File: config.mk
export PLATFORM = sky130hd
export DESIGN_NAME = scri_top
export DESIGN_NICKNAME = d
export VERILOG_FILES = /design/src/scri_pkg.sv /design/src/scri_watchdog.sv /design/src/scri_top.sv
export VERILOG_INCLUDE_DIRS = /design/src
export SDC_FILE = /design/constraint.sdc
export NUM_CORES = 1
export LEC_CHECK = 0
export ABC_AREA = 1
export BUFFER_PORTS_ARGS = -buffer_cell sky130_fd_sc_hd__buf_2
export CORE_MARGIN = 2
export CORE_UTILIZATION = 53
export DETAILED_ROUTE_END_ITERATION = 8
export PLACE_DENSITY_LB_ADDON = 0.1
export SYNTH_ARGS = -nofsm -noshare
export SYNTH_HDL_FRONTEND = slang
export SYNTH_SLANG_ARGS = --single-unit
File: constraint.sdc
create_clock -name sys_clk_i -period 2.5 [get_ports sys_clk_i]
set_input_delay 0.125 -clock sys_clk_i [delete_from_list [all_inputs] [get_ports sys_clk_i]]
set_output_delay 0.125 -clock sys_clk_i [all_outputs]
set_load 0.05 [all_outputs]
File: src/scri_consts.svh
`ifndef SCRI_CONSTS_SVH
`define SCRI_CONSTS_SVH

// ==========================================================
// register indices (byte address is four times the index)
`define SCRI_IDX_OPTION 8'h39
`define SCRI_IDX_STATUS 8'h3d
`define SCRI_IDX_CONFIG 8'h3f

// ==========================================================
// system options fields
`define SCRI_OPT_RESET 8'h10
`define SCRI_OPT_APWR 7
`define SCRI_OPT_CCLK 6
`define SCRI_OPT_IRQ_EDGE 5
`define SCRI_OPT_STARTUP 4
`define SCRI_OPT_MON_EN 3
`define SCRI_OPT_MON_FORCE 2
`define SCRI_OPT_RATE_HI 1
`define SCRI_OPT_RATE_LO 0
`define SCRI_OPT_PROT_MASK 8'h37

// ==========================================================
// config control fields
`define SCRI_CFG_ROM_PLACE 7
`define SCRI_CFG_PULL_EN 4
`define SCRI_CFG_SEC_OFF 3
`define SCRI_CFG_WD_OFF 2
`define SCRI_CFG_ROM_MAP 1
`define SCRI_CFG_EE_MAP 0
`define SCRI_CFG_UNUSED 8'h60
`define SCRI_CFG_IMPL_MASK 8'h9f

// ==========================================================
// status fields
`define SCRI_STS_CAUSE_LO 0
`define SCRI_STS_CAUSE_HI 2
`define SCRI_STS_SPECIAL 3
`define SCRI_STS_EXPANDED 4
`define SCRI_STS_LOCKED 5

// ==========================================================
// timing counts (one E clock per system clock)
`define SCRI_PROT_CYC 7'd64
`define SCRI_STARTUP_CYC 12'd4000
`define SCRI_RST_HOLD_LAST 3'd3
`define SCRI_FETCH_LAST 2'd2
`define SCRI_WD_DIV_LOG2 15

// ==========================================================
// vectors and reset images
`define SCRI_VEC_HI_NORMAL 8'hff
`define SCRI_VEC_HI_SPECIAL 8'hbf
`define SCRI_VEC_LO_EXT 8'hfe
`define SCRI_VEC_LO_CM 8'hfc
`define SCRI_VEC_LO_WD 8'hfa
`define SCRI_INIT_RESET 8'h00
`define SCRI_RAM_BASE 16'h0080
`define SCRI_EE_BASE 16'h0d80
`define SCRI_ROM_BASE_HI 16'h8000
`define SCRI_ROM_BASE_LO 16'h0000
`define SCRI_TMR_COUNT_RESET 16'h0000
`define SCRI_TMR_OC_RESET 16'hffff

`endif

File: src/scri_pkg.sv
package scri_pkg;
	// reset sequencer states
	typedef enum logic [2:0] {
		ST_HOLD = 3'b001,
		ST_FETCH = 3'b010,
		ST_RUN = 3'b100
	} scri_state_e;
	// recorded reset cause
	typedef enum logic [2:0] {
		CAUSE_EXT = 3'b001,
		CAUSE_CM = 3'b010,
		CAUSE_WD = 3'b100
	} scri_cause_e;
endpackage

File: src/scri_watchdog.sv
`timescale 1ns/1ps
`default_nettype none
`include "scri_consts.svh"

module scri_watchdog #(
	parameter int DIV_LOG2 = `SCRI_WD_DIV_LOG2
) (
	// clock and reset
	input wire logic sys_clk_i,
	input wire logic arst_n_i,
	// control
	input wire logic en_i,
	input wire logic clear_i,
	input wire logic [1:0] rate_i,
	// event
	output logic timeout_o
);
	localparam int CW = DIV_LOG2 + 6;

	// ==========================================================
	// terminal count: prescale by 2^DIV_LOG2 then by 1, 4, 16 or 64
	function automatic logic [CW-1:0] wd_limit(input logic [1:0] r);
		wd_limit = {CW{1'b1}} >> (3'd6 - {r, 1'b0});
	endfunction

	logic [CW-1:0] cnt_q;
	logic timeout_q;
	wire [CW-1:0] lim = wd_limit(rate_i);
	wire at_lim = (cnt_q == lim);

	// one counter covers prescaler and scaler, so the rate acts at once
	always_ff @(posedge sys_clk_i or negedge arst_n_i) begin
		if (!arst_n_i) begin
			cnt_q <= '0;
			timeout_q <= 1'b0;
		end else begin
			timeout_q <= en_i & ~clear_i & at_lim;
			if (!en_i || clear_i || at_lim) begin
				cnt_q <= '0;
			end else begin
				cnt_q <= cnt_q + 1'b1;
			end
		end
	end

	assign timeout_o = timeout_q;
endmodule
`default_nettype wire

File: src/scri_top.sv
// Function
// - analog power bit powers the converter
// - clock select picks RC or E clock
// - irq sense: falling edge or low level
// - startup delay of 4000 cycles after stop
// - monitor enable always writable, reset clears
// - force bit enables monitor until reset
// - forced monitor resets on clock failure
// - watchdog input is E over 2^15
// - rate field scales by 1,4,16,64
// - protected bits written once in 64 cycles
// - latches govern; normal mode writes go to nonvolatile byte
// - reads return latched value, from reset or a special mode write
// - config bits six and five read one
// - special mode writes config latches directly
// - placement bit selects high or low ROM in expanded mode
// - pullup enable gates pullup assignments
// - security disable bit turns security off
// - watchdog disable bit stops watchdog resets
// - ROM and EEPROM map enable bits
// - vector address by cause and mode
// - three vector cycles, masks set
// - memory map reset images
// - timer reset images and clears
//
// The implementer's own choice: the AHB-Lite interface to the registers.
`timescale 1ns/1ps
`default_nettype none
`include "scri_consts.svh"

module scri_top #(
	parameter int WD_DIV_LOG2 = `SCRI_WD_DIV_LOG2
) (
	// clock and reset
	input wire logic sys_clk_i,
	input wire logic arst_n_i,
	// ahb-lite slave
	input wire logic hsel_i,
	input wire logic [31:0] haddr_i,
	input wire logic [1:0] htrans_i,
	input wire logic hwrite_i,
	input wire logic [2:0] hsize_i,
	input wire logic [31:0] hwdata_i,
	input wire logic hready_i,
	output logic hreadyout_o,
	output logic hresp_o,
	output logic [31:0] hrdata_o,
	// reset sources
	input wire logic pin_reset_i,
	input wire logic clk_fail_i,
	input wire logic wd_clear_i,
	// mode straps
	input wire logic mode_b_i,
	input wire logic mode_a_i,
	// nonvolatile config byte
	input wire logic [7:0] nv_cfg_i,
	output logic nv_prog_o,
	output logic [7:0] nv_data_o,
	// external interrupt
	input wire logic irq_n_i,
	input wire logic irq_ack_i,
	output logic irq_req_o,
	// stop recovery
	input wire logic stop_exit_i,
	output logic cpu_stall_o,
	// analog and clock monitor
	output logic adc_power_o,
	output logic conv_clk_rc_o,
	output logic cm_enable_o,
	// cpu reset sequence
	output logic sys_reset_o,
	output logic vec_fetch_o,
	output logic [15:0] vec_addr_o,
	output logic cond_force_o,
	// memory map
	output logic [7:0] map_init_o,
	output logic [15:0] ram_base_o,
	output logic [15:0] eeprom_base_o,
	output logic [15:0] rom_base_o,
	output logic rom_map_o,
	output logic eeprom_map_o,
	output logic security_o,
	input wire logic [7:0] pullup_assign_i,
	output logic [7:0] pullup_o,
	// timer reset images
	output logic tmr_clear_o,
	output logic [15:0] tmr_count_o,
	output logic [15:0] tmr_oc_o
);

	// ==========================================================
	// state
	scri_pkg::scri_state_e st_q, st_d;
	scri_pkg::scri_cause_e cause_q, cause_d;
	logic [2:0] hold_cnt_q;
	logic [1:0] fetch_cnt_q;
	logic [6:0] win_cnt_q;
	logic prot_done_q;
	logic special_q, expanded_q;
	logic [7:0] opt_q, opt_d;
	logic [7:0] cfg_q, cfg_d;
	logic dp_wr_q;
	logic [7:0] dp_idx_q;
	logic [31:0] hrdata_q;
	logic nv_prog_q;
	logic [7:0] nv_data_q;
	logic irq_n_q, irq_edge_q, irq_req_q;
	logic [11:0] stall_cnt_q;
	logic stall_q;
	logic cm_en_q, adc_q, cclk_q;
	logic [15:0] vec_addr_q;
	logic [7:0] pullup_q;
	logic rom_map_q, ee_map_q, sec_q;
	logic [15:0] rom_base_q;
	logic wd_timeout;

	// ==========================================================
	// bus decode
	wire addr_ph = hsel_i & htrans_i[1] & hready_i;
	wire [7:0] ap_idx = haddr_i[9:2];
	wire wr_opt = dp_wr_q & (dp_idx_q == `SCRI_IDX_OPTION) & (st_q == scri_pkg::ST_RUN);
	wire wr_cfg = dp_wr_q & (dp_idx_q == `SCRI_IDX_CONFIG) & (st_q == scri_pkg::ST_RUN);
	wire [7:0] wbyte = hwdata_i[7:0];

	// ==========================================================
	// reset sequencer
	wire in_run = (st_q == scri_pkg::ST_RUN);
	wire hold_done = (hold_cnt_q == `SCRI_RST_HOLD_LAST) & ~pin_reset_i;
	wire cm_trip = clk_fail_i & cm_en_q;
	wire [7:0] vec_hi = mode_b_i ? `SCRI_VEC_HI_NORMAL : `SCRI_VEC_HI_SPECIAL;
	wire [7:0] vec_lo = (cause_q == scri_pkg::CAUSE_CM) ? `SCRI_VEC_LO_CM :
		(cause_q == scri_pkg::CAUSE_WD) ? `SCRI_VEC_LO_WD : `SCRI_VEC_LO_EXT;

	// next state and cause, pin reset outranks clock monitor outranks watchdog
	always_comb begin
		st_d = st_q;
		cause_d = cause_q;
		unique case (st_q)
			scri_pkg::ST_HOLD: begin
				if (hold_done) begin
					st_d = scri_pkg::ST_FETCH;
				end
			end
			scri_pkg::ST_FETCH: begin
				if (fetch_cnt_q == `SCRI_FETCH_LAST) begin
					st_d = scri_pkg::ST_RUN;
				end
			end
			scri_pkg::ST_RUN: begin
				if (pin_reset_i) begin
					st_d = scri_pkg::ST_HOLD;
					cause_d = scri_pkg::CAUSE_EXT;
				end else if (cm_trip) begin
					st_d = scri_pkg::ST_HOLD;
					cause_d = scri_pkg::CAUSE_CM;
				end else if (wd_timeout) begin
					st_d = scri_pkg::ST_HOLD;
					cause_d = scri_pkg::CAUSE_WD;
				end
			end
			default: begin
				st_d = scri_pkg::ST_HOLD;
				cause_d = scri_pkg::CAUSE_EXT;
			end
		endcase
	end

	// sequencer registers; straps caught at release, never under reset
	always_ff @(posedge sys_clk_i or negedge arst_n_i) begin
		if (!arst_n_i) begin
			st_q <= scri_pkg::ST_HOLD;
			cause_q <= scri_pkg::CAUSE_EXT;
			hold_cnt_q <= 3'h0;
			fetch_cnt_q <= 2'h0;
			special_q <= 1'b0;
			expanded_q <= 1'b0;
			vec_addr_q <= 16'h0000;
		end else begin
			st_q <= st_d;
			cause_q <= cause_d;
			hold_cnt_q <= (st_q == scri_pkg::ST_HOLD && !pin_reset_i && !hold_done) ?
				hold_cnt_q + 3'h1 : 3'h0;
			fetch_cnt_q <= (st_q == scri_pkg::ST_FETCH) ? fetch_cnt_q + 2'h1 : 2'h0;
			if (st_q == scri_pkg::ST_HOLD && hold_done) begin
				special_q <= ~mode_b_i;
				expanded_q <= mode_a_i;
				vec_addr_q <= {vec_hi, vec_lo};
			end
		end
	end

	// ==========================================================
	// system options with time-protected fields
	wire win_open = (win_cnt_q < `SCRI_PROT_CYC);
	wire prot_open = special_q | (~prot_done_q & win_open);
	wire [7:0] prot_m = `SCRI_OPT_PROT_MASK;
	wire [7:0] opt_wr = (wbyte & ~prot_m) | ((prot_open ? wbyte : opt_q) & prot_m);
	wire [7:0] force_keep = {5'h00, opt_q[`SCRI_OPT_MON_FORCE], 2'h0};

	// force bit can only be set, so a stray write never drops the monitor
	always_comb begin
		opt_d = opt_q;
		if (st_q != scri_pkg::ST_RUN) begin
			opt_d = `SCRI_OPT_RESET;
		end else if (wr_opt) begin
			opt_d = opt_wr | force_keep;
		end
	end

	// ==========================================================
	// config latches: loaded from the cells only during reset
	always_comb begin
		cfg_d = cfg_q;
		if (st_q == scri_pkg::ST_HOLD) begin
			cfg_d = nv_cfg_i & `SCRI_CFG_IMPL_MASK;
		end else if (wr_cfg && special_q) begin
			cfg_d = wbyte & `SCRI_CFG_IMPL_MASK;
		end
	end

	// read mux uses next option and config values so a read right after a write is coherent
	wire [7:0] sts_byte = {2'h0, ~(prot_open), expanded_q, special_q, cause_q};
	wire [7:0] rd_byte = (ap_idx == `SCRI_IDX_OPTION) ? opt_d :
		(ap_idx == `SCRI_IDX_CONFIG) ? (cfg_d | `SCRI_CFG_UNUSED) :
		(ap_idx == `SCRI_IDX_STATUS) ? sts_byte : 8'h00;

	// bus and register state
	always_ff @(posedge sys_clk_i or negedge arst_n_i) begin
		if (!arst_n_i) begin
			opt_q <= `SCRI_OPT_RESET;
			cfg_q <= 8'h00;
			dp_wr_q <= 1'b0;
			dp_idx_q <= 8'h00;
			hrdata_q <= 32'h0000_0000;
			win_cnt_q <= 7'h00;
			prot_done_q <= 1'b0;
			nv_prog_q <= 1'b0;
			nv_data_q <= 8'h00;
		end else begin
			opt_q <= opt_d;
			cfg_q <= cfg_d;
			dp_wr_q <= addr_ph & hwrite_i;
			dp_idx_q <= addr_ph ? ap_idx : 8'h00;
			if (addr_ph && !hwrite_i) begin
				hrdata_q <= {24'h000000, rd_byte};
			end
			if (!in_run) begin
				win_cnt_q <= 7'h00;
				prot_done_q <= 1'b0;
			end else begin
				if (win_open) begin
					win_cnt_q <= win_cnt_q + 7'h01;
				end
				if (wr_opt && !special_q) begin
					prot_done_q <= 1'b1;
				end
			end
			// normal mode writes reach only the nonvolatile byte
			nv_prog_q <= wr_cfg & ~special_q;
			if (wr_cfg && !special_q) begin
				nv_data_q <= wbyte & `SCRI_CFG_IMPL_MASK;
			end
		end
	end

	// ==========================================================
	// watchdog
	scri_watchdog #(
		.DIV_LOG2(WD_DIV_LOG2)
	) u_wd (
		.sys_clk_i(sys_clk_i),
		.arst_n_i(arst_n_i),
		.en_i(in_run & ~cfg_q[`SCRI_CFG_WD_OFF]),
		.clear_i(wd_clear_i),
		.rate_i(opt_q[`SCRI_OPT_RATE_HI:`SCRI_OPT_RATE_LO]),
		.timeout_o(wd_timeout)
	);

	// ==========================================================
	// irq sense and stop recovery
	wire irq_fall = irq_n_q & ~irq_n_i;
	wire irq_edge_d = (irq_fall & opt_q[`SCRI_OPT_IRQ_EDGE]) | (irq_edge_q & ~irq_ack_i);
	wire [11:0] stall_cnt_d = (stop_exit_i && opt_q[`SCRI_OPT_STARTUP]) ? `SCRI_STARTUP_CYC :
		(stall_cnt_q != 12'h000) ? stall_cnt_q - 12'h001 : 12'h000;

	// set wins over the acknowledge; delay bit clear bypasses the stall
	always_ff @(posedge sys_clk_i or negedge arst_n_i) begin
		if (!arst_n_i) begin
			irq_n_q <= 1'b1;
			irq_edge_q <= 1'b0;
			irq_req_q <= 1'b0;
			stall_cnt_q <= 12'h000;
			stall_q <= 1'b0;
		end else begin
			irq_n_q <= irq_n_i;
			irq_edge_q <= irq_edge_d;
			irq_req_q <= opt_q[`SCRI_OPT_IRQ_EDGE] ? irq_edge_d : ~irq_n_i;
			stall_cnt_q <= stall_cnt_d;
			stall_q <= (stall_cnt_d != 12'h000);
		end
	end

	// ==========================================================
	// control outputs registered from the next option value and the config latches
	always_ff @(posedge sys_clk_i or negedge arst_n_i) begin
		if (!arst_n_i) begin
			cm_en_q <= 1'b0;
			adc_q <= 1'b0;
			cclk_q <= 1'b0;
			pullup_q <= 8'h00;
			rom_map_q <= 1'b0;
			ee_map_q <= 1'b0;
			sec_q <= 1'b1;
			rom_base_q <= `SCRI_ROM_BASE_HI;
		end else begin
			cm_en_q <= opt_d[`SCRI_OPT_MON_EN] | opt_d[`SCRI_OPT_MON_FORCE];
			adc_q <= opt_d[`SCRI_OPT_APWR];
			cclk_q <= opt_d[`SCRI_OPT_CCLK];
			pullup_q <= cfg_q[`SCRI_CFG_PULL_EN] ? pullup_assign_i : 8'h00;
			rom_map_q <= cfg_q[`SCRI_CFG_ROM_MAP];
			ee_map_q <= cfg_q[`SCRI_CFG_EE_MAP];
			sec_q <= ~cfg_q[`SCRI_CFG_SEC_OFF];
			// low placement is honoured only in expanded mode
			rom_base_q <= (cfg_q[`SCRI_CFG_ROM_PLACE] | ~expanded_q) ?
				`SCRI_ROM_BASE_HI : `SCRI_ROM_BASE_LO;
		end
	end

	// ==========================================================
	// output wiring, each from a flop or a constant
	assign hreadyout_o = 1'b1;
	assign hresp_o = 1'b0;
	assign hrdata_o = hrdata_q;
	assign nv_prog_o = nv_prog_q;
	assign nv_data_o = nv_data_q;
	assign irq_req_o = irq_req_q;
	assign cpu_stall_o = stall_q;
	assign adc_power_o = adc_q;
	assign conv_clk_rc_o = cclk_q;
	assign cm_enable_o = cm_en_q;
	assign sys_reset_o = st_q[0];
	assign vec_fetch_o = st_q[1];
	assign vec_addr_o = vec_addr_q;
	assign cond_force_o = ~st_q[2];
	assign map_init_o = `SCRI_INIT_RESET;
	assign ram_base_o = `SCRI_RAM_BASE;
	assign eeprom_base_o = `SCRI_EE_BASE;
	assign rom_base_o = rom_base_q;
	assign rom_map_o = rom_map_q;
	assign eeprom_map_o = ee_map_q;
	assign security_o = sec_q;
	assign pullup_o = pullup_q;
	assign tmr_clear_o = st_q[0];
	assign tmr_count_o = `SCRI_TMR_COUNT_RESET;
	assign tmr_oc_o = `SCRI_TMR_OC_RESET;
endmodule
`default_nettype wire

==> results of run 1 <==
## Yosys cell counts, types with 8 or more instances
| cell type | instances | area (µm²) |
|---|---|---|
| sky130_fd_sc_hd__a21oi_1 | 19 | 95.09 |
| sky130_fd_sc_hd__buf_4 | 128 | 960.9 |
| sky130_fd_sc_hd__dfrtp_1 | 108 | 2703 |
| sky130_fd_sc_hd__inv_1 | 95 | 356.6 |
| sky130_fd_sc_hd__nand2_1 | 150 | 563.0 |
| sky130_fd_sc_hd__nand3_1 | 38 | 190.2 |
| sky130_fd_sc_hd__nand4_1 | 16 | 100.1 |
| sky130_fd_sc_hd__nor2_1 | 83 | 311.6 |
| sky130_fd_sc_hd__nor3_1 | 13 | 65.06 |
| sky130_fd_sc_hd__nor3_2 | 8 | 80.08 |
| sky130_fd_sc_hd__o21ai_0 | 21 | 105.1 |
| sky130_fd_sc_hd__or2_2 | 8 | 50.05 |
## report_power, final
group / total [mW] / internal (mW) / switching [mW]
Sequential: 2.24 / 2.07 / 0.167
Combinational: 1.92 / 0.387 / 1.53
Clock: 2.40 / 1.57 / 0.829
## path summary, 6_finish.rpt
| check | from | endpoint | slack [ns] | cells after the start |
|---|---|---|---|---|
| setup / recovery | u_wd.cnt_q[0] | u_wd.cnt_q[10] | 0.55 | 8 |
| hold / removal | clk_fail_i | cause_q[1] | 0.03 | 3 |
| setup reg to reg | u_wd.cnt_q[0] | u_wd.cnt_q[10] | 0.55 | 8 |
| hold reg to reg | cfg_q[0] | eeprom_map_o | 0.40 | 0 |
| max in group asynchronous | arst_n_i | irq_n_q | 1.47 | 3 |
| min in group asynchronous | arst_n_i | hold_cnt_q[0] | 0.19 | 2 |
## flip-flops by register name, summed over array words and instances, names as in the netlist, 2 cells and up
register / count
fetch_cnt_q: 2
opt_q: 7
nv_data_o: 6
cause_q: 3
st_q: 3
u_wd.cnt_q: 21
cfg_q: 6
win_cnt_q: 7
stall_cnt_q: 12
hrdata_o: 8
dp_idx_q: 8
vec_addr_o: 4
hold_cnt_q: 3
pullup_o: 8
## layer usage
| metal | GRT usage, % | wire length [µm] | share of wire [%] | vias to the layer above |
|---|---|---|---|---|
| li1 | - | - | - | 2446 |
| met5 | 0 | 0 | 0 | - |
| met3 | 7.147 | 770 | 5.8 | 10 |
| met1 | 27.47 | 5754 | 43 | 2323 |
| met2 | 35.67 | 6632 | 50 | 149 |
| met4 | 5.610 | 92 | 0.69 | 0 |
## kinds of logic after synthesis
group,Yosys count,synth area share (%)
adder cells (fa/ha/maj),7,1.363
flip-flops,114,44.53
AND/OR/NAND/NOR,352,26.02
AO/OA/AOI/OAI,59,5.103
buffers and inverters,233,21.50
other,2,0.1169
XOR/XNOR,10,1.364
## worst max-delay path, stage by stage, from the launching register on
cell and delay, ns:
sky130_fd_sc_hd__dfrtp_1 0.43, sky130_fd_sc_hd__ha_1 0.23, sky130_fd_sc_hd__nand3_2 0.13, sky130_fd_sc_hd__inv_1 0.11
sky130_fd_sc_hd__nand3_2 0.14, sky130_fd_sc_hd__nor2_4 0.16, sky130_fd_sc_hd__nand3_2 0.10, sky130_fd_sc_hd__nand2_2 0.39
sky130_fd_sc_hd__nor2_1 0.10
## area by class of cell
cell class	instances	area (µm²)	share of cell area (%)
Clock inverter	8	101.3	1.364
Sequential cell	114	2860	38.50
Timing Repair Buffer	127	810.8	10.91
Clock buffer	24	491.7	6.620
Multi-Input combinational cell	544	2610	35.14
Inverter	98	370.4	4.986
Tap cell	147	183.9	2.476
## repair_timing
item / 4_1_cts / 5_1_grt
buffers inserted: 0 / 0
hold endpoints to repair: 60 / 0
endpoints found under the setup margin: 0 / 0
hold buffers: 31 / 0
==> summary by stage, run 1 <==
Routing
Dividing the detail-routed via count by the number of cells gives ~4.6. The post-route DRC violation count is 0. After detailed routing, the average wire length per cell comes to between 10 and 15 µm. For this block, the initial DRC count from the detailed router was between 200 and 250.

The remaining number of nets flagged by the antenna check after routing is 0. The routed via count is between 4000 and 5000. The final layout contains routed wiring with a total length of roughly 13000 µm.

The number of detailed-route iterations in the first pass is 4.

Timing
Setup repair after global routing left no endpoint under its margin. For this run, the top clock speed supported by timing is between 500 and 600 MHz. In the post-route analysis, the smallest setup slack over all paths is about 0.55 ns. The worst-case headroom to the max-slew limit is about 64%.

For the pin with the worst max-slew slack, the measured transition is around 0.54 ns. The final count of pins violating max slew is 0. The total negative setup slack is 0 ns. The portion of the clock cycle consumed by the worst path in the final layout is 77.90%. Hold is met by around 0.026 ns. The clock period minus final worst setup slack is slightly below 2 ns. For the final database, setup skew stands at between 0.01 and 0.015 ns. The number of endpoints with negative hold slack in the final report was 0.

The setup-violating endpoint count in the final report is 0.

Pwr
Overall power consumption after layout is estimated at 6.556 mW. In this run the power density over the cells is 882.5 nW/µm². The worst-case vdd ir drop is 0.8953 mV.

Summed over all cells, the static leakage comes to slightly below 4 nW.

Cells and area
The share of cells above drive strength 1 is ~20%. Fill cells in the final layout number approximately 1000. The library cell used most frequently in the layout, excluding fill and tap cells, is sky130_fd_sc_hd__nand2_1. For this run, the number of standard cells in the final layout without fillers is approximately 1100. The utilization after layout is roughly 62%. The net count of the finished layout is roughly 1000. The number of antenna diodes in the final layout is 0.

Summing all non-filler instances in the final layout gives an area of 7428 µm². The post-synthesis to final-layout area growth is 15.64%. The library cells used most frequently in the layout, excluding fill and tap cells, are sky130_fd_sc_hd__nand2_1, sky130_fd_sc_hd__conb_1, sky130_fd_sc_hd__dfrtp_1, sky130_fd_sc_hd__inv_1, sky130_fd_sc_hd__buf_2.

Floorplan
The effective utilization at floorplan is a little over half. The die footprint is approximately 13000 µm². The die is ~110 µm wide. The floorplan has 40 rows.

In this run the vertical extent of the chip is between 100 and 150 µm. The number of placed I/O pins is 265. The floorplan core area is roughly 12000 µm².

Logic synthesis
Synthesis inferred about 110 register bits. The sequential element share of the synthesized area is roughly 45%. Each instance of the synthesized netlist takes up on average 8.267 µm². The number of unique standard cell types used by synthesis is between 40 and 50. The number of enable flip-flop cells after synthesis is 0. The number of warning messages in the yosys log is 0. After technology mapping, the gate count stands at ~780.

The most frequently used flop master after synthesis is sky130_fd_sc_hd__dfrtp_1. The synthesized area is 6424 µm². Counting flops with an async set or reset pin after synthesis yields a share of 100.0%.

Clocking
Gates resized during post-CTS repair numbered 0. In this run the deepest clock path goes through 2 buffers. The TritonCTS buffer count is 17.

TritonCTS built the clock tree. The CTS sink count is between 100 and 150. The CTS H-tree depth is 4. The clock latency of the later-clocked register in the worst-skew pair is 0.41 ns. Clock tree synthesis selected as its root buffer the cell sky130_fd_sc_hd__clkbuf_16. Clock-pin slew was measured on the worst setup and hold paths at 0.05 ns.

Run status
The flow ran to the end, and the final reports show no timing, DRC or antenna violations.

Critical path
The capturing element type of the critical path is a flop. The arrival time of the worst setup path is 2.22 ns. The class of the most critical setup path is reg -> reg. For the worst setup path, the data required time is 2.77 ns. The worst setup path is launched from a flop.

The largest fanout of any net on the critical path is 20.

Global routing
The number of antenna violations at the first check in global routing came to 0. For this run the aggregate overflow at the end of global routing stands at 0. The number of global-route vias before repair is between 4000 and 5000. Entering global routing, the biggest net connects ~50 pins. The first global-routing pass estimated approximately 22000 µm of wire. The total global routing track utilization is between 20% and 30%.

Placement
The congestion estimate from routability-driven global placement came to ~0.83. The placed instance count is about 1000. The post-place instance area is about 6500 µm². Input and output buffers added on the ports amount to 94. The pre-CTS setup slack is roughly 0.57 ns. The estimated wirelength of the detail-placed design is 9506 µm.

Run
The total of max-cap violations is 0.

Hold path
The min-delay analysis places its worst path in the category in -> reg.
Note: power is estimated with default switching activity, not from simulation.
==> inputs of run 2 (changes only) <==
--- a/config.mk
+++ b/config.mk
@@ -6,10 +6,10 @@
 export SDC_FILE = /design/constraint.sdc
 export NUM_CORES = 1
 export LEC_CHECK = 0
-export ABC_AREA = 1
+export ABC_AREA = 0
 export BUFFER_PORTS_ARGS = -buffer_cell sky130_fd_sc_hd__buf_2
 export CORE_MARGIN = 2
-export CORE_UTILIZATION = 53
+export CORE_UTILIZATION = 48
 export DETAILED_ROUTE_END_ITERATION = 8
 export PLACE_DENSITY_LB_ADDON = 0.1
 export SYNTH_ARGS = -nofsm -noshare
==> constraint.sdc (replaced) <==
create_clock -name sys_clk_i -period 1.91 [get_ports sys_clk_i]
set_input_delay 0.0955 -clock sys_clk_i [delete_from_list [all_inputs] [get_ports sys_clk_i]]
set_output_delay 0.0955 -clock sys_clk_i [all_outputs]
set_load 0.05 [all_outputs]
==> run 2 against run 1 <==
Against the previous run: hold slack better by 0.012 ns; global-route usage down 0.63 points; largest cell class is now multi-input gates; critical path depth down 3; the flow now finishes with violations (setup timing); count of clock-buffer cells in the layout up 3; critical endpoint is now cpu_stall_o; via count down 5.5%; highest routed layer unchanged; non-clock buffer count up 75.
==> summary by stage, run 2 <==
Logic synthesis
The simple-gate share of the synthesized area is between 10% and 20%. Summed over all instances, the cell type with the most area after synthesis is sky130_fd_sc_hd__dfrtp_1. The area fraction in compound gates after synthesis is 8.412%.

Counting every instance in the synthesized netlist gives 610. The average size of a mapped cell is around 10 µm². In this run, synthesis inferred 0 flip-flops with an integrated enable.

The most frequent cell after synthesis is sky130_fd_sc_hd__buf_4. For this run, asynchronously set or reset flops after synthesis account for 100.0%. Of the post-synthesis cell area, the part taken by muxes is under 10%.

Of the total synthesized cell area, the portion taken by XOR and XNOR cells is 3.716%. The sequential element share of the synthesized area is a little under half. The number of unique standard cell types used by synthesis is 60. By count the netlist is led by sky130_fd_sc_hd__buf_4, sky130_fd_sc_hd__dfrtp_1, sky130_fd_sc_hd__nor2_1, sky130_fd_sc_hd__nand2_1, sky130_fd_sc_hd__and2_1. The synthesized design contains about 110 register bits. Among all flip-flop cells after synthesis, the most frequent one is sky130_fd_sc_hd__dfrtp_1. The area share of fa/ha/maj cells after synthesis is 1.429%. The number of warning messages in the yosys log is 0. The top cell type by area accounts for between 40% and 50% of the synthesized area.

The synthesized area is about 6100 µm². Yosys attributes the largest share of cell area to sky130_fd_sc_hd__dfrtp_1, sky130_fd_sc_hd__buf_4, sky130_fd_sc_hd__nor2_1, sky130_fd_sc_hd__mux2i_1, sky130_fd_sc_hd__dfstp_2. The dominant combinational cell family by area after synthesis is simple AND/OR/NAND/NOR gates.

Pwr
The internal power summed over all cells is about 5.4 mW. Of the total power, the share spent switching nets is 34.60%. The worst-case vdd ir drop is roughly 1.1 mV.

The post-layout total power is 8.245 mW. The clock network burns between 30% and 40% of the power. The static leakage is about 3.9 nW.

The total power per unit cell area is roughly 1000 nW/µm². Of the total power, registers draw between 30% and 40%. Per report_power, the combinational group accounts for 26.9% of the total.

In this run the power spent charging and discharging nets is between 2 and 3 mW.

Cells and area
The repair_antennas step left the layout with diodes totalling 0. With fillers left out, the area of the finished cells amounts to between 8000 and 9000 µm². The number of nets at the end of the flow is a little over 900.

The largest registers in the layout are u_wd.cnt_q x21, stall_cnt_q x12. The flip-flop count of the largest register after layout is 21. Measured on the finished design, the core utilization comes to between 60% and 70%. The share of cells above drive strength 1 is about 33%. Leaving out fill and tap cells, the most frequent cell in the layout is sky130_fd_sc_hd__conb_1. Relative to the synthesized area, the layout overhead comes to 32.05%.

Leaving out fill and tap cells, the most frequent cells in the layout are sky130_fd_sc_hd__conb_1, sky130_fd_sc_hd__dfrtp_1, sky130_fd_sc_hd__buf_2, sky130_fd_sc_hd__buf_4, sky130_fd_sc_hd__nor2_1. The register with the most flip-flops in the final layout is u_wd.cnt_q.

Timing
Static timing analysis puts the maximum clock frequency at between 400 and 500 MHz. Of the available clock period, the critical path in the final layout requires 119.4%. Counting I/O delays and the setup requirement, the final critical path takes about 2.3 ns. On the final layout, the worst clock skew is 0.008501 ns. After routing, the total negative slack on setup checks comes to -0.6805 ns. Setup violations remaining at the end of the flow were counted as 11. The worst pin sits at a relative slew slack of 66.71%.

The number of endpoints with negative hold slack in the final report is 0. Setup repair after global routing could not meet its margin everywhere. The post-route worst setup slack is -0.3706 ns. For the pin with the worst max-slew slack, the measured transition is a little under 0.5 ns. The final count of pins violating max slew is 0.

Critical path
The critical path goes through or4_4 > nor4_4 > mux2i_2 > nand4b_1 > or4_1. The sort of element at the start of the critical path is a flop. The critical path in this run is classified as reg -> reg. The worst setup path is captured at a flop.

STA puts the critical path data arrival time at between 2 and 3 ns. The delay contributed by the slowest stage of the critical path is ~0.60 ns. The largest fanout of any net on the critical path is 6.

At the worst endpoint, the required time is ~2.2 ns. The slowest stage of the critical path is the sky130_fd_sc_hd__or4_4 cell.

Placement
The final weighted congestion of routability-driven global placement is 0.8639. Prior to clock tree synthesis, the placed netlist has a worst setup slack of -0.4093 ns. After detailed placement, the total cell area comes to 6756 µm². The estimated wirelength of the detail-placed design is 9745 µm. The count of buffers inserted at the top-level ports is 94.

Floorplan
The row count is 41. The total area inside the core boundary comes to about 13000 µm². The die footprint is approximately 14000 µm². The initial utilization of the core area, before any placement, comes to about 49%.

around 270 I/O pins were placed. The width of the chip is between 100 and 150 µm. The chip height is 117.0 µm.

Global routing
The global-route congestion overflow total is 0. After global routing, the most crowded layer is met2. The largest net degree at the start of global routing is 48. The first global-routing pass estimated approximately 22000 µm of wire.

The number of global-route vias before repair was about 4500. Global routing used 26.06% of the available met1 tracks. The global routing usage on met2 is between 30% and 40%. The number of antenna violations at the first check in global routing is 0.

In the global route stage, overall resource usage came out at between 20% and 30%. Global routing consumed, on the met3 layer, 5.922% of the routing resources.

Clocking
The worst-case clock buffer depth is 2. The CTS tree is yes. The CTS sink count is around 110. The clock-pin slew on the worst setup and hold paths is 0.05 ns. The clock tree synthesis step divided the H-tree into 4 levels. The root buffer cell is sky130_fd_sc_hd__clkbuf_16. The clock reaches the later pin of the worst-skew pair after slightly above 0.4 ns. The TritonCTS buffer count is 17.

Routing
Dividing the detail-routed via count by the number of cells gives 4.717. The remaining number of nets flagged by the antenna check after routing is 0. The routed design has roughly 14000 µm of wire.

In the routed design, unresolved DRC markers number 0. The number of detailed-route iterations in the first pass is 4. Dividing the detail-routed wire length by the instance count gives between 10 and 15 µm. The routed via count is between 4000 and 5000. After the first detailed-routing iteration, the DRC count stood at 212.

Run status
The flow ran to the end, but the final reports show violations. The final reports fail on setup timing.

Run
The total of max-cap violations is 0.

Hold path
The worst min-delay path category is in -> reg.
[run 2: cell types whose count changed after synthesis, sizes merged, moves of 9 or more]
cell / change
and2: +13
clkbuf: +11
inv: -86
mux2: +9
mux2i: +16
nand2: -123
nand3: -28
nand4: -10
nor2: -31
nor2b: +9
nor3: -10
nor4: +10
o21ai: -11
[run 2: per-layer routing]
layer  up-vias  wire length, µm  share of wire (%)
li1       2235                -                  -
met1      2243             5809                 43
met2       155             6898                 51
met3        23              699                5.1
met4         0              251                1.8
met5         -                0                  0
[run 2: timing repair]
item / in CTS / in global routing
resized for setup: 23 / 49
endpoints found under the hold margin: 71 / 0
pin swaps: 4 / 28
hold buffers: 35 / 0
setup buffers: 10 / 5
endpoints found under the setup margin: 41 / 46
[run 2: final timing paths]
check	start	endpoint	slack, ns	cells past startpoint
worst max-delay path	stall_cnt_q[3]	cpu_stall_o	-0.37	5
worst min-delay path	hwdata_i[6]	opt_q[6]	0.04	3
worst max register to register	stall_cnt_q[3]	cpu_stall_o	-0.37	5
worst min register to register	fetch_cnt_q[0]	fetch_cnt_q[0]	0.43	1
max in group asynchronous	arst_n_i	rom_base_o[15]	1.03	3
min in group asynchronous	arst_n_i	cpu_stall_o	0.20	2
[run 2: power groups by stage]
stage / logic (mW) / clock network (mW) / registers, mW
CTS: 2.22 / 3.34 / 2.75
global route: 2.34 / 3.45 / 2.77
finish: 2.22 / 3.28 / 2.75
floorplan: 1.61 / 0 / 3.12
global placement: 2.13 / 0 / 2.78
detailed placement: 2.14 / 0 / 2.79
[run 2: critical path: cells and delay by family, from the launching register on]
family | cells | cell delay [ns]
DFF | 1 | 0.37
and+or+nand+nor | 4 | 1.49
muxes | 1 | 0.28
[run 2: logic make-up (layout without fill, tap and decap cells)]
kind of cell,count (synthesis),in the layout
DFF,114,114
xor gates and xnor gates,26,26
and+or+nand+nor,209,209
AOI/OAI and AO/OA,72,72
other,2,116
adders and majority gates,7,7
muxes,25,25
buffers and inverters,155,246
[run 2: metrics by stage]
| stage | hold slack, ns | cells |
|---|---|---|
| after floorplan | -0.2001 | 724 |
| after global placement | 0.08728 | 908 |
| after detailed placement | 0.08579 | 908 |
| after CTS | 0.01544 | 983 |
| after global routing | 0.03309 | 987 |
| final | 0.03812 | 987 |
[run 2: area by class of cell]
| type | instances | area, µm² |
|---|---|---|
| Fill cell | 1005 | 4424 |
| Multi-Input combinational cell | 455 | 2914 |
| Sequential cell | 114 | 2867 |
| Timing Repair Buffer | 202 | 1429 |
| Clock buffer | 27 | 523.0 |
| Tap cell | 172 | 215.2 |
| Clock inverter | 5 | 100.1 |
| Inverter | 12 | 45.04 |
==> inputs of run 3 (changes only) <==
--- a/config.mk
+++ b/config.mk
@@ -6,10 +6,10 @@
 export SDC_FILE = /design/constraint.sdc
 export NUM_CORES = 1
 export LEC_CHECK = 0
-export ABC_AREA = 0
+export ABC_AREA = 1
 export BUFFER_PORTS_ARGS = -buffer_cell sky130_fd_sc_hd__buf_2
 export CORE_MARGIN = 2
-export CORE_UTILIZATION = 48
+export CORE_UTILIZATION = 49
 export DETAILED_ROUTE_END_ITERATION = 8
 export PLACE_DENSITY_LB_ADDON = 0.1
 export SYNTH_ARGS = -nofsm -noshare
==> run 3 against run 2 <==
Against the previous run: the flow now finishes without violations; clock power hardly changed; setup slack better by 0.57 ns; clock skew hardly changed; global-route usage is 1.8 points lower; critical endpoint is now u_wd.cnt_q[3]; highest routed layer unchanged.
==> summary by stage, run 3 (synthesized netlist as in run 1, its figures left out) <==
Floorplan
Pin placement for this block handled 265 I/O pins. The row count is 41. The die footprint is between 10000 and 15000 µm².

The chip height is around 120 µm. The width of the chip is roughly 120 µm. The floorplan core area is 12720 µm².

Once the floorplan was initialized, standard cells occupied between 50% and 60% of the core.

Timing
The final count of pins violating max slew was 0. Setup violations remaining at the end of the flow were counted as 0. Setup repair after global routing left no endpoint under its margin. Between clock sinks in the finished design, the worst skew comes to 0.008428 ns.

The total negative setup slack is 0 ns. The achievable clock frequency is 585.7 MHz. The number of endpoints with negative hold slack in the final report came to 0.

The clock period minus final worst setup slack is roughly 1.7 ns. The worst path uses 89.39% of the clock period.

Cells and area
Leaving out fill and tap cells, the most frequent cells in the layout are sky130_fd_sc_hd__nand2_1, sky130_fd_sc_hd__conb_1, sky130_fd_sc_hd__dfrtp_1, sky130_fd_sc_hd__inv_1, sky130_fd_sc_hd__buf_2. The filler cells instantiated in the layout total 1159. The post-synthesis to final-layout area growth is 18.25%. Cells with a size suffix above 1 make up around 20% of the layout. The largest registers in the layout are u_wd.cnt_q x21, stall_cnt_q x12.

More flip-flops sit in one register than any other, and that register is u_wd.cnt_q. The library cell used most frequently in the layout, excluding fill and tap cells, is sky130_fd_sc_hd__nand2_1. The count of inserted antenna diode cells is 0. Once layout is done, the placed cells without fillers occupy 7596 µm². The flip-flop count of the largest register after layout is 21. The final layout contains between 1000 and 1500 nets.

Pwr
The post-layout total power is ~8.8 mW. The worst-case vdd ir drop is between 1 and 1.5 mV. In this run the power density over the cells is 1155 nW/µm². The static leakage is between 3 and 4 nW.

Critical path
For this run, the slowest stage of the critical path takes 0.42 ns. The slowest library cell on the worst path is sky130_fd_sc_hd__dfrtp_1. Traced cell by cell, the critical path runs through ha_1 > nand3_2 > inv_1 > nand3_2 > nor2_4 > nand3_2 > nand2_2 > buf_12 > nor3b_2. The largest fanout of any net on the critical path is 20. The required time at the worst-slack endpoint is 2.20 ns. The worst reg-to-reg path cell count is 9. The critical path's most frequent cell is sky130_fd_sc_hd__nand3_2. The buffer and inverter count on the worst path is 2. STA classifies the critical path endpoint as a flop. The startpoint of the lowest-slack register-to-register path is u_wd.cnt_q[0].

The arrival time of the worst setup path is ~2.0 ns. The critical path is of the reg -> reg type. The setup check on the worst reg-to-reg path leaves a slack of roughly 0.20 ns. The worst register-to-register path ends at u_wd.cnt_q[3]. Among cell families on the critical path, the largest total delay comes from simple AND/OR/NAND/NOR gates. The worst setup path is launched from a flop.

Run status
The run finished with clean final reports.

Routing
In this run the remaining antenna-violating nets after routing total 0. The first detailed-routing pass ran for 4 iterations. The detailed router finished its first iteration with approximately 210 violations. The routed via count is between 4000 and 5000. For this run, design rule violations remaining after detail routing come to 0. In the routed layout, each cell is associated on average with a via count of approximately 4.5. The total detailed-routing wirelength is 12980 µm. In the final routed layout, each cell accounts on average for 11.82 µm.

Global routing
The global-route wire length before repair is about 21000 µm. The total overflow left after global routing is 0. The total global routing track utilization is between 10% and 20%.

The largest net degree at the start of global routing is 50. The number of global-route vias before repair is about 4600. The number of antenna violations at the first check in global routing is 0.

Clocking
The TritonCTS buffer count is 17. The CTS sink count is approximately 110. The post-CTS setup buffer count is 0.

The clock-pin slew on the worst setup and hold paths is 0.05 ns. The root buffer cell is sky130_fd_sc_hd__clkbuf_16. TritonCTS built the clock tree. The CTS H-tree depth is 4. The worst-case clock buffer depth is 2.

At the later pin of the worst-skew pair, clock insertion delay measures 0.41 ns.

Placement
The final weighted congestion of routability-driven global placement is ~0.83. The count of buffers added on input and output ports is 94. In this run the cell area measured after placement is between 6000 and 7000 µm². Once detailed placement completed, the half-perimeter wirelength came to 9642 µm.

Hold path
The startpoint of the worst hold path is nv_cfg_i[3]. The min-delay analysis places its worst path in the category in -> reg. The worst hold path passes through 3 cells. The worst hold path terminates at cfg_q[3].

Run
Across the run, the number of max-cap violations was 0.
-- run 3: where the power goes --
| group | leakage [nW] | switching [mW] | total (mW) | internal [mW] |
|---|---|---|---|---|
| clock network | 0.305 | 1.03 | 3.29 | 2.26 |
| logic | 2.22 | 2.04 | 2.59 | 0.543 |
| registers | 1.45 | 0.183 | 2.90 | 2.72 |
| total | 3.98 | 3.26 | 8.77 | 5.52 |
-- run 3: area by class of cell --
class	count	area [µm²]	area share, %
clock inverters	4	95.09	1.252
inverters	98	370.4	4.876
well taps	172	215.2	2.833
flip-flops and latches	114	2860	37.65
repair buffers	138	913.4	12.02
clock buffers	28	526.8	6.935
multi-input cells	544	2615	34.43
-- run 3: layer usage --
layer | up-vias | share of wire [%] | GRT usage [%]
li1 | 2461 | - | -
met1 | 2281 | 44 | 24.16
met5 | - | 0 | 0
met2 | 147 | 49 | 31.90
met4 | 0 | 1.4 | 7.143
met3 | 19 | 5.3 | 4.778
-- run 3: how the worst max path moves through the flow --
| stage | from | to | slack, ns | cells after the start |
|---|---|---|---|---|
| 5_1_grt | stall_cnt_q[0] | cpu_stall_o | 0.006 | 11 |
| 2_1_floorplan | st_q[2] | hrdata_o[3] | 0.20 | 8 |
| 6_report | u_wd.cnt_q[0] | u_wd.cnt_q[3] | 0.20 | 9 |
| 3_5_place_dp | u_wd.cnt_q[0] | u_wd.cnt_q[9] | 0.20 | 9 |
| 4_1_cts | u_wd.cnt_q[0] | u_wd.cnt_q[9] | 0.18 | 9 |
| 3_3_place_gp | u_wd.cnt_q[0] | u_wd.cnt_q[9] | 0.22 | 9 |
-- run 3: per-stage QoR --
stage	cells	hold slack, ns	setup WS (ns)	utilization, %
2_1_floorplan	891	-0.2001	0.1958	-
3_3_place_gp	1032	0.06099	0.2210	52.10
3_5_place_dp	1032	0.07092	0.1999	52.10
4_1_cts	1098	0.009787	0.1803	59.67
5_1_grt	1098	0.03063	0.005564	59.71
6_report	1098	0.02237	0.2026	59.71
-- run 3: repair_timing --
item                       4_1_cts  5_1_grt
hold endpoints to repair        66        0
setup endpoints to repair        0        3
gates resized for setup          0        1
hold buffers                    34        0
-- run 3: worst register-to-register path, cell delays in order, from the launching register on --
cell	delay [ns]
sky130_fd_sc_hd__dfrtp_1	0.42
sky130_fd_sc_hd__ha_1	0.23
sky130_fd_sc_hd__nand3_2	0.12
sky130_fd_sc_hd__inv_1	0.10
sky130_fd_sc_hd__nand3_2	0.14
sky130_fd_sc_hd__nor2_4	0.16
sky130_fd_sc_hd__nand3_2	0.10
sky130_fd_sc_hd__nand2_2	0.09
sky130_fd_sc_hd__buf_12	0.17
sky130_fd_sc_hd__nor3b_2	0.07
